**config.mk**
```make
export PLATFORM = sky130hd
export DESIGN_NAME = pth_timer
export DESIGN_NICKNAME = d
export VERILOG_FILES = /design/src/common/pth_pkg.sv /design/src/logic/pth_timer.sv
export VERILOG_INCLUDE_DIRS = /design/src /design/src/common
export SDC_FILE = /design/constraint.sdc
export NUM_CORES = 1
export LEC_CHECK = 0
export ABC_CLOCK_PERIOD_IN_PS = 3300
export BUFFER_PORTS_ARGS = -buffer_cell sky130_fd_sc_hd__buf_2
export CAP_MARGIN = 20
export CORE_MARGIN = 2
export CORE_UTILIZATION = 45
export CTS_CLUSTER_SIZE = 14
export DETAILED_ROUTE_END_ITERATION = 8
export GPL_TIMING_DRIVEN = 0
export PLACE_DENSITY = 0.69
export SLEW_MARGIN = 10
export SYNTH_ARGS = -nofsm -noshare
export SYNTH_HDL_FRONTEND = slang
export SYNTH_SLANG_ARGS = --single-unit
```
**constraint.sdc**
```tcl
create_clock -name core_clk -period 3.3 [get_ports core_clk]
set_input_delay 0.165 -clock core_clk [delete_from_list [all_inputs] [get_ports core_clk]]
set_output_delay 0.165 -clock core_clk [all_outputs]
set_load 0.005 [all_outputs]
```
**src/common/pth_consts.svh**
```systemverilog
// Purpose: Constants for the period timer with hardware limit.
// Assumes: Included by the timer module only.
// Notes: Register offsets are word addresses on the bus.
//
// Behaviour
// - Count increments each tick; period match signals postscaler, count clears.
// - Gated mode halts while gate inactive, resumes from held count.
// - Device reset clears count and presets period to all ones.
// - Prescaler and postscaler clear on count write, control write, resets.
// - Control register write leaves count unchanged.
// - Free-running match returns count to zero next tick, advances postscaler.
// - Postscale count equal to select gives one-tick pulse and clears.
// - One-shot match clears run enable and stops until re-enabled.
// - Monostable match keeps run enable; new external event restarts.
// - External triggers ignored while debug freeze is active.
// - Codes 000 software run, 001 gate high, 010 gate low.
// - Codes 011 any edge, 100 rising, 101 falling edge reset.
// - Code 110 resets while low, 111 while high.
// - One-shot 000 software start; 001-011 rising, falling, any edge start.
// - One-shot 100/101 edge start and reset; 110/111 edge start, level reset.
// - Monostable 001-011 edge start; match stops at zero, keeps enable.
// - Group 10 codes 110/111 level start, opposite level reset, one-shot.
// - One-shot tick after match clears run enable, count stops at zero.
// - Edge-started modes need fresh edge after run enable is set again.
// - Postscaler advances each match; its output offered to other modules.
// - Interrupt flag raised when postscaler reaches selected ratio 1..16.
// - Hardware-limit one-shot resumes counting three ticks after reset edge.
`ifndef PTH_CONSTS_SVH
`define PTH_CONSTS_SVH

// ==========================================================
// Register map
`define PTH_OFS_COUNT 4'h0
`define PTH_OFS_PERIOD 4'h1
`define PTH_OFS_CTRL 4'h2
`define PTH_OFS_MODE 4'h3
`define PTH_OFS_STAT 4'h4

// ==========================================================
// Reset values and field positions
`define PTH_COUNT_RST 8'h00
`define PTH_PERIOD_RST 8'hff
`define PTH_CTRL_ON 7
`define PTH_CTRL_PRE_HI 6
`define PTH_CTRL_PRE_LO 4
`define PTH_CTRL_POST_HI 3
`define PTH_CTRL_POST_LO 0
`define PTH_MODE_HI 4
`define PTH_MODE_LO 0
`define PTH_MODE_FREEZE 7
`define PTH_RESTART_DLY 2'h2

`endif

```
**src/common/pth_pkg.sv**
```systemverilog
// Purpose: Types for the period timer with hardware limit.
// Assumes: Constants come from pth_consts.svh.
// Notes: Mode groups follow the upper two mode bits.
package pth_pkg;

  // ==========================================================
  // Mode groups
  typedef enum logic [1:0] {
    PTH_GRP_FREE = 2'b00,
    PTH_GRP_ONESHOT = 2'b01,
    PTH_GRP_MONO = 2'b10,
    PTH_GRP_RSVD = 2'b11
  } pth_grp_e;

  // Run state of the start logic
  typedef enum logic [1:0] {
    PTH_ST_IDLE = 2'b00,
    PTH_ST_ARMED = 2'b01,
    PTH_ST_RUN = 2'b10,
    PTH_ST_WAIT = 2'b11
  } pth_st_e;

  // Avalon-MM request bundle
  typedef struct packed {
    logic [3:0] address;
    logic read;
    logic write;
    logic [31:0] writedata;
  } pth_req_s;

  // Decoded external input events
  typedef struct packed {
    logic lvl;
    logic rise;
    logic fall;
  } pth_ers_s;

endpackage

```
**src/logic/pth_timer.sv**
```systemverilog
// Purpose: 8-bit period timer with hardware limit and Avalon-MM registers.
// Assumes: Single clock; external reset input synchronous to core_clk.
// Notes: Prescaler makes a one-cycle tick enable; interrupt flag set on postscaler hit.
//
// The Avalon-MM slave port and the register offsets were decided locally.
`timescale 1ns/10ps
`include "pth_consts.svh"

module pth_timer
  import pth_pkg::*;
#(
  parameter int PRE_W = 7
)(
  input wire logic core_clk,
  input wire logic reset,
  input wire pth_req_s avs_req,
  output logic [31:0] avs_readdata,
  output logic avs_waitrequest,
  input wire logic ers_in,
  input wire logic dbg_freeze,
  output logic postscaled_pulse,
  output logic period_match,
  output logic [7:0] count_out,
  output logic timer_flag
);

  // Elaboration check on prescaler width
  if (PRE_W < 1 || PRE_W > 7) begin : g_chk
    $error("PRE_W must be 1..7");
  end

  // ==========================================================
  // Registers
  logic [7:0] count_r, count_nxt;
  logic [7:0] period_r;
  logic [7:0] ctrl_r;
  logic [7:0] mode_r;
  logic [6:0] pre_r, pre_nxt;
  logic [3:0] post_r, post_nxt;
  logic ers_s1_r, ers_s2_r, ers_d_r;
  pth_st_e st_r, st_nxt;
  logic [1:0] dly_r, dly_nxt;
  logic match_r;
  logic pulse_r, flag_r, ack_r, wreq_r;
  logic [31:0] rdata_r;
  logic on_clr;

  // ==========================================================
  // Bus decode
  wire acc = (avs_req.read | avs_req.write) & ~ack_r;
  // Write lands only at the edge where waitrequest is seen low
  wire wr = avs_req.write & ack_r;
  wire wr_count = wr & (avs_req.address == `PTH_OFS_COUNT);
  wire wr_period = wr & (avs_req.address == `PTH_OFS_PERIOD);
  wire wr_ctrl = wr & (avs_req.address == `PTH_OFS_CTRL);
  wire wr_mode = wr & (avs_req.address == `PTH_OFS_MODE);
  wire [7:0] wd = avs_req.writedata[7:0];

  // Control fields
  wire run_en = ctrl_r[`PTH_CTRL_ON];
  wire [2:0] pre_sel = ctrl_r[`PTH_CTRL_PRE_HI:`PTH_CTRL_PRE_LO];
  wire [3:0] post_sel = ctrl_r[`PTH_CTRL_POST_HI:`PTH_CTRL_POST_LO];
  wire [4:0] mode = mode_r[`PTH_MODE_HI:`PTH_MODE_LO];
  wire freeze = dbg_freeze | mode_r[`PTH_MODE_FREEZE];
  pth_grp_e grp;
  assign grp = pth_grp_e'(mode[4:3]);
  wire [2:0] sub = mode[2:0];

  // Prescaler: tick when low bits all ones (ratio 1:2^pre_sel)
  function automatic logic pre_tick(input logic [6:0] p,
                                    input logic [2:0] s);
    logic [6:0] m;
    m = 7'h7f >> (3'h7 - s);
    pre_tick = ((p & m) == m);
  endfunction
  wire tick = pre_tick(pre_r, pre_sel);

  // External input events, freeze masks them
  pth_ers_s ev;
  assign ev.lvl = ers_s2_r;
  assign ev.rise = tick & ~freeze & ers_s2_r & ~ers_d_r;
  assign ev.fall = tick & ~freeze & ~ers_s2_r & ers_d_r;
  wire any_e = ev.rise | ev.fall;
  wire lvl_ok = ~freeze;

  // Start edge per sub code
  wire st_edge = (sub == 3'h1 || sub == 3'h4 || sub == 3'h6) ? ev.rise :
                 (sub == 3'h2 || sub == 3'h5 || sub == 3'h7) ? ev.fall :
                 any_e;
  wire edge_start = (grp == PTH_GRP_ONESHOT && sub != 3'h0) ||
                    (grp == PTH_GRP_MONO && sub <= 3'h3);

  // Level reset and level start in group 10 codes 110/111
  wire lvl_grp = grp == PTH_GRP_MONO && sub[2:1] == 2'b11;
  wire lvl_go = lvl_ok & (sub[0] ? ~ev.lvl : ev.lvl);

  // Reserved codes
  wire rsvd = grp == PTH_GRP_RSVD ||
              (grp == PTH_GRP_MONO && (sub == 3'h0 || sub == 3'h4 ||
               sub == 3'h5));

  // Hardware reset of count
  logic hw_rst;
  always_comb begin
    hw_rst = 1'b0;
    if (grp == PTH_GRP_FREE) begin
      unique case (sub)
        3'h3: hw_rst = any_e;
        3'h4: hw_rst = ev.rise;
        3'h5: hw_rst = ev.fall;
        3'h6: hw_rst = lvl_ok & ~ev.lvl;
        3'h7: hw_rst = lvl_ok & ev.lvl;
        default: hw_rst = 1'b0;
      endcase
    end else if (grp == PTH_GRP_ONESHOT && st_r != PTH_ST_ARMED) begin
      unique case (sub)
        3'h4: hw_rst = ev.rise;
        3'h5: hw_rst = ev.fall;
        3'h6: hw_rst = lvl_ok & ~ev.lvl;
        3'h7: hw_rst = lvl_ok & ev.lvl;
        default: hw_rst = 1'b0;
      endcase
    end else if (lvl_grp) begin
      hw_rst = lvl_ok & ~lvl_go;
    end
  end

  // Gate for free-running group
  wire gate = grp != PTH_GRP_FREE ? 1'b1 :
              sub == 3'h1 ? ev.lvl :
              sub == 3'h2 ? ~ev.lvl : 1'b1;

  wire match = count_r == period_r;
  wire one_shot = grp == PTH_GRP_ONESHOT || lvl_grp;

  // Run state machine
  always_comb begin
    st_nxt = st_r;
    dly_nxt = dly_r;
    unique case (st_r)
      PTH_ST_IDLE: begin
        if (run_en && !rsvd) begin
          st_nxt = edge_start ? PTH_ST_ARMED : PTH_ST_RUN;
        end
      end
      PTH_ST_ARMED: begin
        if (st_edge) begin
          st_nxt = PTH_ST_RUN;
        end
      end
      PTH_ST_RUN: begin
        if (tick && match && grp == PTH_GRP_MONO && !lvl_grp) begin
          st_nxt = PTH_ST_ARMED;
        end else if (tick && hw_rst && grp == PTH_GRP_ONESHOT &&
                     sub[2:1] == 2'b10) begin
          st_nxt = PTH_ST_WAIT;
          dly_nxt = `PTH_RESTART_DLY;
        end
      end
      PTH_ST_WAIT: begin
        if (tick) begin
          dly_nxt = dly_r - 2'h1;
          if (dly_r == 2'h1) begin
            st_nxt = PTH_ST_RUN;
          end
        end
      end
    endcase
    if (!run_en || rsvd || wr_mode) begin
      st_nxt = PTH_ST_IDLE;
    end
  end

  wire running = st_r == PTH_ST_RUN && gate && !rsvd && run_en;
  wire inc_tick = tick & running & ~hw_rst;
  wire match_ev = inc_tick & match;
  assign on_clr = match_ev & one_shot;

  // Count next value
  always_comb begin
    count_nxt = count_r;
    if (wr_count) begin
      count_nxt = wd;
    end else if (tick && hw_rst && !rsvd && run_en) begin
      count_nxt = `PTH_COUNT_RST;
    end else if (match_ev) begin
      count_nxt = `PTH_COUNT_RST;
    end else if (inc_tick) begin
      count_nxt = count_r + 8'h01;
    end
  end

  // Prescaler and postscaler next values
  wire scl_clr = wr_count | wr_ctrl | (tick & hw_rst);
  wire post_hit = match_ev & (post_r == post_sel);
  always_comb begin
    pre_nxt = pre_r + 7'h01;
    post_nxt = post_r;
    if (match_ev) begin
      post_nxt = post_hit ? 4'h0 : post_r + 4'h1;
    end
    if (scl_clr) begin
      pre_nxt = 7'h00;
      post_nxt = 4'h0;
    end
  end

  // Read mux
  logic [7:0] rsel;
  always_comb begin
    rsel = 8'h00;
    unique case (avs_req.address)
      `PTH_OFS_COUNT: rsel = count_r;
      `PTH_OFS_PERIOD: rsel = period_r;
      `PTH_OFS_CTRL: rsel = ctrl_r;
      `PTH_OFS_MODE: rsel = mode_r;
      `PTH_OFS_STAT: rsel = {5'h00, st_r, flag_r};
      default: rsel = 8'h00;
    endcase
  end

  // ==========================================================
  // Timer state
  always_ff @(posedge core_clk) begin
    if (reset) begin
      count_r <= `PTH_COUNT_RST;
      period_r <= `PTH_PERIOD_RST;
      pre_r <= 7'h00;
      post_r <= 4'h0;
      st_r <= PTH_ST_IDLE;
      dly_r <= 2'h0;
    end else begin
      count_r <= count_nxt;
      pre_r <= pre_nxt;
      post_r <= post_nxt;
      st_r <= st_nxt;
      dly_r <= dly_nxt;
      if (wr_period) begin
        period_r <= wd;
      end
    end
  end

  // Control and mode registers
  always_ff @(posedge core_clk) begin
    if (reset) begin
      ctrl_r <= 8'h00;
      mode_r <= 8'h00;
    end else begin
      if (wr_ctrl) begin
        ctrl_r <= wd;
      end else if (on_clr) begin
        ctrl_r[`PTH_CTRL_ON] <= 1'b0;
      end
      if (wr_mode) begin
        mode_r <= wd;
      end
    end
  end

  // Input synchroniser and edge history
  always_ff @(posedge core_clk) begin
    if (reset) begin
      ers_s1_r <= 1'b0;
      ers_s2_r <= 1'b0;
      ers_d_r <= 1'b0;
    end else begin
      ers_s1_r <= ers_in;
      ers_s2_r <= ers_s1_r;
      if (tick) begin
        ers_d_r <= ers_s2_r;
      end
    end
  end

  // Outputs; flag set wins over clear on status write
  wire wr_stat = wr & (avs_req.address == `PTH_OFS_STAT);
  always_ff @(posedge core_clk) begin
    if (reset) begin
      pulse_r <= 1'b0;
      match_r <= 1'b0;
      flag_r <= 1'b0;
      ack_r <= 1'b0;
      wreq_r <= 1'b1;
      rdata_r <= 32'h0000_0000;
    end else begin
      if (tick) begin
        pulse_r <= post_hit;
        match_r <= match_ev;
      end
      if (post_hit) begin
        flag_r <= 1'b1;
      end else if (wr_stat && wd[0]) begin
        flag_r <= 1'b0;
      end
      ack_r <= acc;
      wreq_r <= ~acc;
      rdata_r <= {24'h000000, rsel};
    end
  end

  assign avs_readdata = rdata_r;
  assign avs_waitrequest = wreq_r;
  assign postscaled_pulse = pulse_r;
  assign period_match = match_r;
  assign count_out = count_r;
  assign timer_flag = flag_r;

endmodule

```
# After elaboration in Yosys (flattened, before gate mapping)
# Index checks and enable logic that the tools add are counted.
# W data, S select, Z words.
# totals
ff_bits	87
in_bits	42
out_inout_bits	44
elab_cells	171
# op_classes
add_sub_neg	5
n_lt_le_gt_ge	1
eq_ne	31
n_shift	1
mux	33
n_bitwise	35
reduce_logical	46
# op_table
cell	count
$pmux W8 S5	1
$mux W8	4
$and A1 B1 Y1	22
$mux W2	10
$logic_and A1 B1 Y1	18
$mux W1	13
$eq A2 B2 Y1 const B	6
$eq A3 B3 Y1 const B	4
$ne A2 B2 Y1 const B	6
$logic_or A1 B1 Y1	11
$add A8 B1 Y8 const B	1
$eq A4 B2 Y1 const B	2
$eq A8 B8 Y1	1
$pmux W2 S4	1
$reduce_bool A2 Y1	4
$add A7 B1 Y7 const B	1
$and A7 B7 Y7	1
$eq A7 B7 Y1	1
$not A1 Y1	7
$shr A7 B3 Y7 const A	1
$eq A2 B1 Y1 const B	3
$eq A3 B2 Y1 const B	2
$or A1 B1 Y1	5
$pmux W1 S5	1
other kinds (22)	26

# Depth between registers and ports, before layout
# depth
depth_word	16
depth_mapped	9
ltp_nobuf	7

# Worst setup path after synthesis
# Ideal clock, no wire load.
# synth_timing
path_type	register to register
start	reg count_r[1] (netlist: count_out[1])
end	reg post_r[3]
setup_ns	0.070
t_arrival_ns	2.328
required_ns	3.230
path_slack_ns	0.902
path_stages_with_launch	9
n_path_buf	1
synth_period_minus_slack_ns	2.398
cell_sequence	dfxtp_1 > xor2_1 > nor4_1 > nand2_1 > or4_1 > or2_1 > buf_6 > or4_1 > a21oi_1
# synth_between
elab_chain_cells	4
# synth_rtl
item	line_no	source
from (decl)	pth_timer.sv:34	logic [7:0] count_r, count_nxt;
from (signal assigned)	pth_timer.sv:226	count_r <= `PTH_COUNT_RST;
from (signal assigned)	pth_timer.sv:233	count_r <= count_nxt;
$eq A8 B8 Y1 *	pth_timer.sv:133	wire match = count_r == period_r;
$and A1 B1 Y1 *	pth_timer.sv:176	wire match_ev = inc_tick & match;
$and A1 B1 Y1	pth_timer.sv:195	wire post_hit = match_ev & (post_r == post_sel);
$mux W4	pth_timer.sv:200	post_nxt = post_hit ? 4'h0 : post_r + 4'h1;
to (signal assigned)	pth_timer.sv:235	post_r <= post_nxt;
to (decl)	pth_timer.sv:39	logic [3:0] post_r, post_nxt;
# Every way passes the cells marked *; elsewhere a longest branch is shown, timed or not.
# A chain may end at the register's enable or synchronous reset.

# Worst setup path after layout
# layout_timing
start	reg mode_r[3]
end	reg count_r[1] (netlist: count_out[1])
# layout_between
elab_chain_cells	12
word_cells_on_any_way	28
classes_between	eq/ne: 3; mux: 7; bitwise: 4; reduce/logical: 14
# layout_rtl
item	line_no	source
from (decl)	pth_timer.sv:37	logic [7:0] mode_r;
from (signal assigned)	pth_timer.sv:256	mode_r <= wd;
$eq A2 B2 Y1	pth_timer.sv:94, pth_timer.sv:99	
$logic_and A1 B1 Y1	pth_timer.sv:99	(grp == PTH_GRP_MONO && (sub == 3'h0 || sub == 3'h4 ||
$logic_or A1 B1 Y1	pth_timer.sv:98	wire rsvd = grp == PTH_GRP_RSVD ||
$logic_not A1 Y1	pth_timer.sv:174, pth_timer.sv:184	
$logic_and A1 B1 Y1 (2 in a row)	pth_timer.sv:174	wire running = st_r == PTH_ST_RUN && gate && !rsvd && run_en;
$and A1 B1 Y1 (2 in a row)	pth_timer.sv:175	wire inc_tick = tick & running & ~hw_rst;
$and A1 B1 Y1	pth_timer.sv:176	
$mux W8	pth_timer.sv:186	end else if (match_ev) begin
$mux W8	pth_timer.sv:184	end else if (tick && hw_rst && !rsvd && run_en) begin
$mux W8	pth_timer.sv:182	if (wr_count) begin
# Parallel ways exist; a longest one is shown, timed or not.

==> flow_summary.yaml <==
run_status:
  status: "completed"
route:
  vias: 2994
  drcViolationCount: 0
  routed_wl_um: 8400
  wire_per_inst_um: 14.7
  drt-pass1-iter-count: 4
  viasPerCell: 5.24
  ant_nets: 0
  drt_iter0_drc: 187
layout:
  fin_nets: 513
  synthToLayoutAreaGrowth_pct: 18.6
  final_area_um2: 4040
  num_antenna_cells: 0
  fillerInstances: 710
  drive_gt1_frac: 0.195
synthesis:
  netlist_instances: 397
  synth_edf_count: 0
  synthesis.area_um2: 3400
  yosysSeqAreaShare: 0.371
  synth_common_cells: "dfxtp_1 (63), nor2_1 (43), nand2_1 (37), buf_4 (24), mux2i_1 (24)"
  synth_cell_types: 56
  synth_top_cells_by_area: "dfxtp_1 (37%), mux2i_1 (7.1%), buf_4 (5.3%)"
  yosys.area.top_type_share: 0.371
  synth_ff_type: "dfxtp_1"
  synthMostInstantiatedCell: "dfxtp_1"
  async_flop_share: 0
  yosysWarnings: 0
  ys_ff_latch: 63
  syn_area_per_cell_um2: 8.57
  synth_top_area_cell: "dfxtp_1"
sta:
  grt_setup_unrepaired: "false"
  setup_tns_ns: 0
  setup_viol: 0
  drv_slew: 0
  fin_ws_ns: 0.416
  tightest_slew_ns: 1.04
  relSlewSlack: 0.305
  hold_viol: 0
  post-route-min-period_ns: 2.88
  clock_skew_ns: 0.00673
  fmax_mhz: 347
  period_share: 0.874
worst_setup_path:
  r2r_start: "mode_r[3]$_SDFFE_PP0P_"
  startpoint_type: "register"
  crit_chain: "or4b_2, a2111oi_2, o211ai_1, nand3_1, nor3_1, a222oi_1, nor2_1"
  cp_data_arrival_time_ns: 3.10
  cp_slowest_cell: "or4b_2"
  cp.required_ns: 3.52
  criticalPathCategory: "reg -> reg"
  path_max_fanout: 9
  critPathMaxStageDelay_ns: 0.62
  worstSetupStartpoint: "mode_r[3]$_SDFFE_PP0P_"
  end_kind: "register"
clock_tree:
  numCtsBuffers: 9
  cts_root_buf: "clkbuf_8"
  cts_tree: "yes"
  cts_setup_buffers: 0
  cts.sink_count: 63
  hold_buffers: 0
  clk_latency_ns: 0.35
  path_clk_slew_ns: 0.07
  cts-resized-gates: 0
  clk_path_buf_depth: 2
  cts_max_level: 3
die:
  dieHeight_um: 91.0
  ioPinCount: 86
  core_area_um2: 7290
  start_util: 0.467
  die_x_um: 91.0
  core.rowCount: 31
  die_area_um2: 8270
min_path:
  hp-start: "ers_in"
  hp-class: "in -> reg"
grt:
  antenna_found_initial: 0
  grt_pass1_vias: 2874
  track_usage: 0.214
  grt_overflow: 0
  grt_max_degree: 11
  grt_pass1_wl_um: 14100
pwr:
  finalPower_w: 0.00171
  power_density_nw_per_um2: 423
  ir_drop_v: 0.000236
  p_leak_nw: 1.64
placed_design:
  pre_cts_slack_ns: 0.506
  portBuffers: 35
  routabilityCongestion: 0.922
  placed_cell_area_um2: 3790
  dp_hpwl_um: 6270
run:
  cap_violations: 0
[through the flow]
stage | hold WS (ns) | cells | util
5_1_grt | 0.0404 | 571 | 0.553
3_3_place_gp | 0.375 | 554 | 0.519
2_1_floorplan | 0.286 | 420 | -
4_1_cts | 0.0335 | 571 | 0.553
3_5_place_dp | 0.389 | 555 | 0.520
6_report | 0.0351 | 571 | 0.553
[registers in the layout, indices dropped and copies added, names as in the netlist, 2 cells and up]
signal        flops
dly_r             2
st_r              2
period_r          8
mode_r            8
count_out         8
avs_readdata      8
pre_r             7
post_r            4
ctrl_r            8
[cells by family after synthesis]
| group | share of synthesized area |
|---|---|
| DFF | 0.371 |
| AOI/OAI and AO/OA | 0.137 |
| xor gates and xnor gates | 0.0463 |
| and+or+nand+nor | 0.240 |
| buffers and inverters | 0.0864 |
| adders and majority gates | 0.0147 |
| other | 0.00110 |
| muxes | 0.104 |
[metal layers]
| layer | GRT usage | routed length [um] |
|---|---|---|
| met2 | 0.343 | 3960 |
| met4 | 0.0859 | 76 |
| met5 | 0 | 0 |
| met1 | 0.277 | 3910 |
| met3 | 0.0531 | 448 |
[path summary, 6_finish.rpt]
path	endpoint	slack (ns)	cells after the start
worst max register to register	count_out[1]$_SDFFE_PP0P_	0.42	7
worst max-delay path	count_out[1]$_SDFFE_PP0P_	0.42	7
worst min register to register	ers_s2_r$_SDFF_PP0_	0.46	1
worst min-delay path	ers_s1_r$_SDFF_PP0_	0.04	2
[critical path, delay by kind of cell (launching register included)]
kind / cells / cell delay (ns)
and+or+nand+nor: 4 / 1.28
AOI/OAI and AO/OA: 3 / 1.00
DFF: 1 / 0.46
[where the power goes]
part / internal, W / total, W / switching [W]
sequential: 0.000771 / 0.000780 / 0.00000960
combinational: 0.0000553 / 0.000117 / 0.0000621
clock: 0.000509 / 0.000810 / 0.000302
[area by class of cell]
| type | instances | area (um2) | area share |
|---|---|---|---|
| Timing Repair Buffer | 36 | 180 | 0.0447 |
| Buffer | 42 | 260 | 0.0645 |
| Sequential cell | 63 | 1260 | 0.313 |
| Multi-Input combinational cell | 306 | 1930 | 0.479 |
| Tap cell | 99 | 124 | 0.0307 |
| Clock buffer | 14 | 183 | 0.0453 |
| Clock inverter | 2 | 60.1 | 0.0149 |
| Inverter | 9 | 33.8 | 0.00837 |
[cells in the final DEF, fill, tap and decap left out, types with 3 or more instances in the layout]
master / count
ha_1: 4
or3_1: 5
a211oi_1: 6
a31oi_1: 3
xor2_1: 14
nand3b_1: 11
mux2i_1: 24
nand2b_1: 10
nand2_1: 37
nor2_1: 43
xnor2_1: 4
nor3_1: 5
inv_1: 9
nand4_1: 3
o21ai_0: 13
o211ai_1: 3
nor4_1: 6
buf_2: 40
clkbuf_8: 13
and3_1: 3
clkbuf_1: 13
conb_1: 24
nor2b_1: 12
mux4_2: 5
dfxtp_1: 63
o22ai_1: 5
a32oi_1: 3
a21oi_1: 21
nand3_1: 11
buf_4: 24
(Power assumes the default switching activity.)
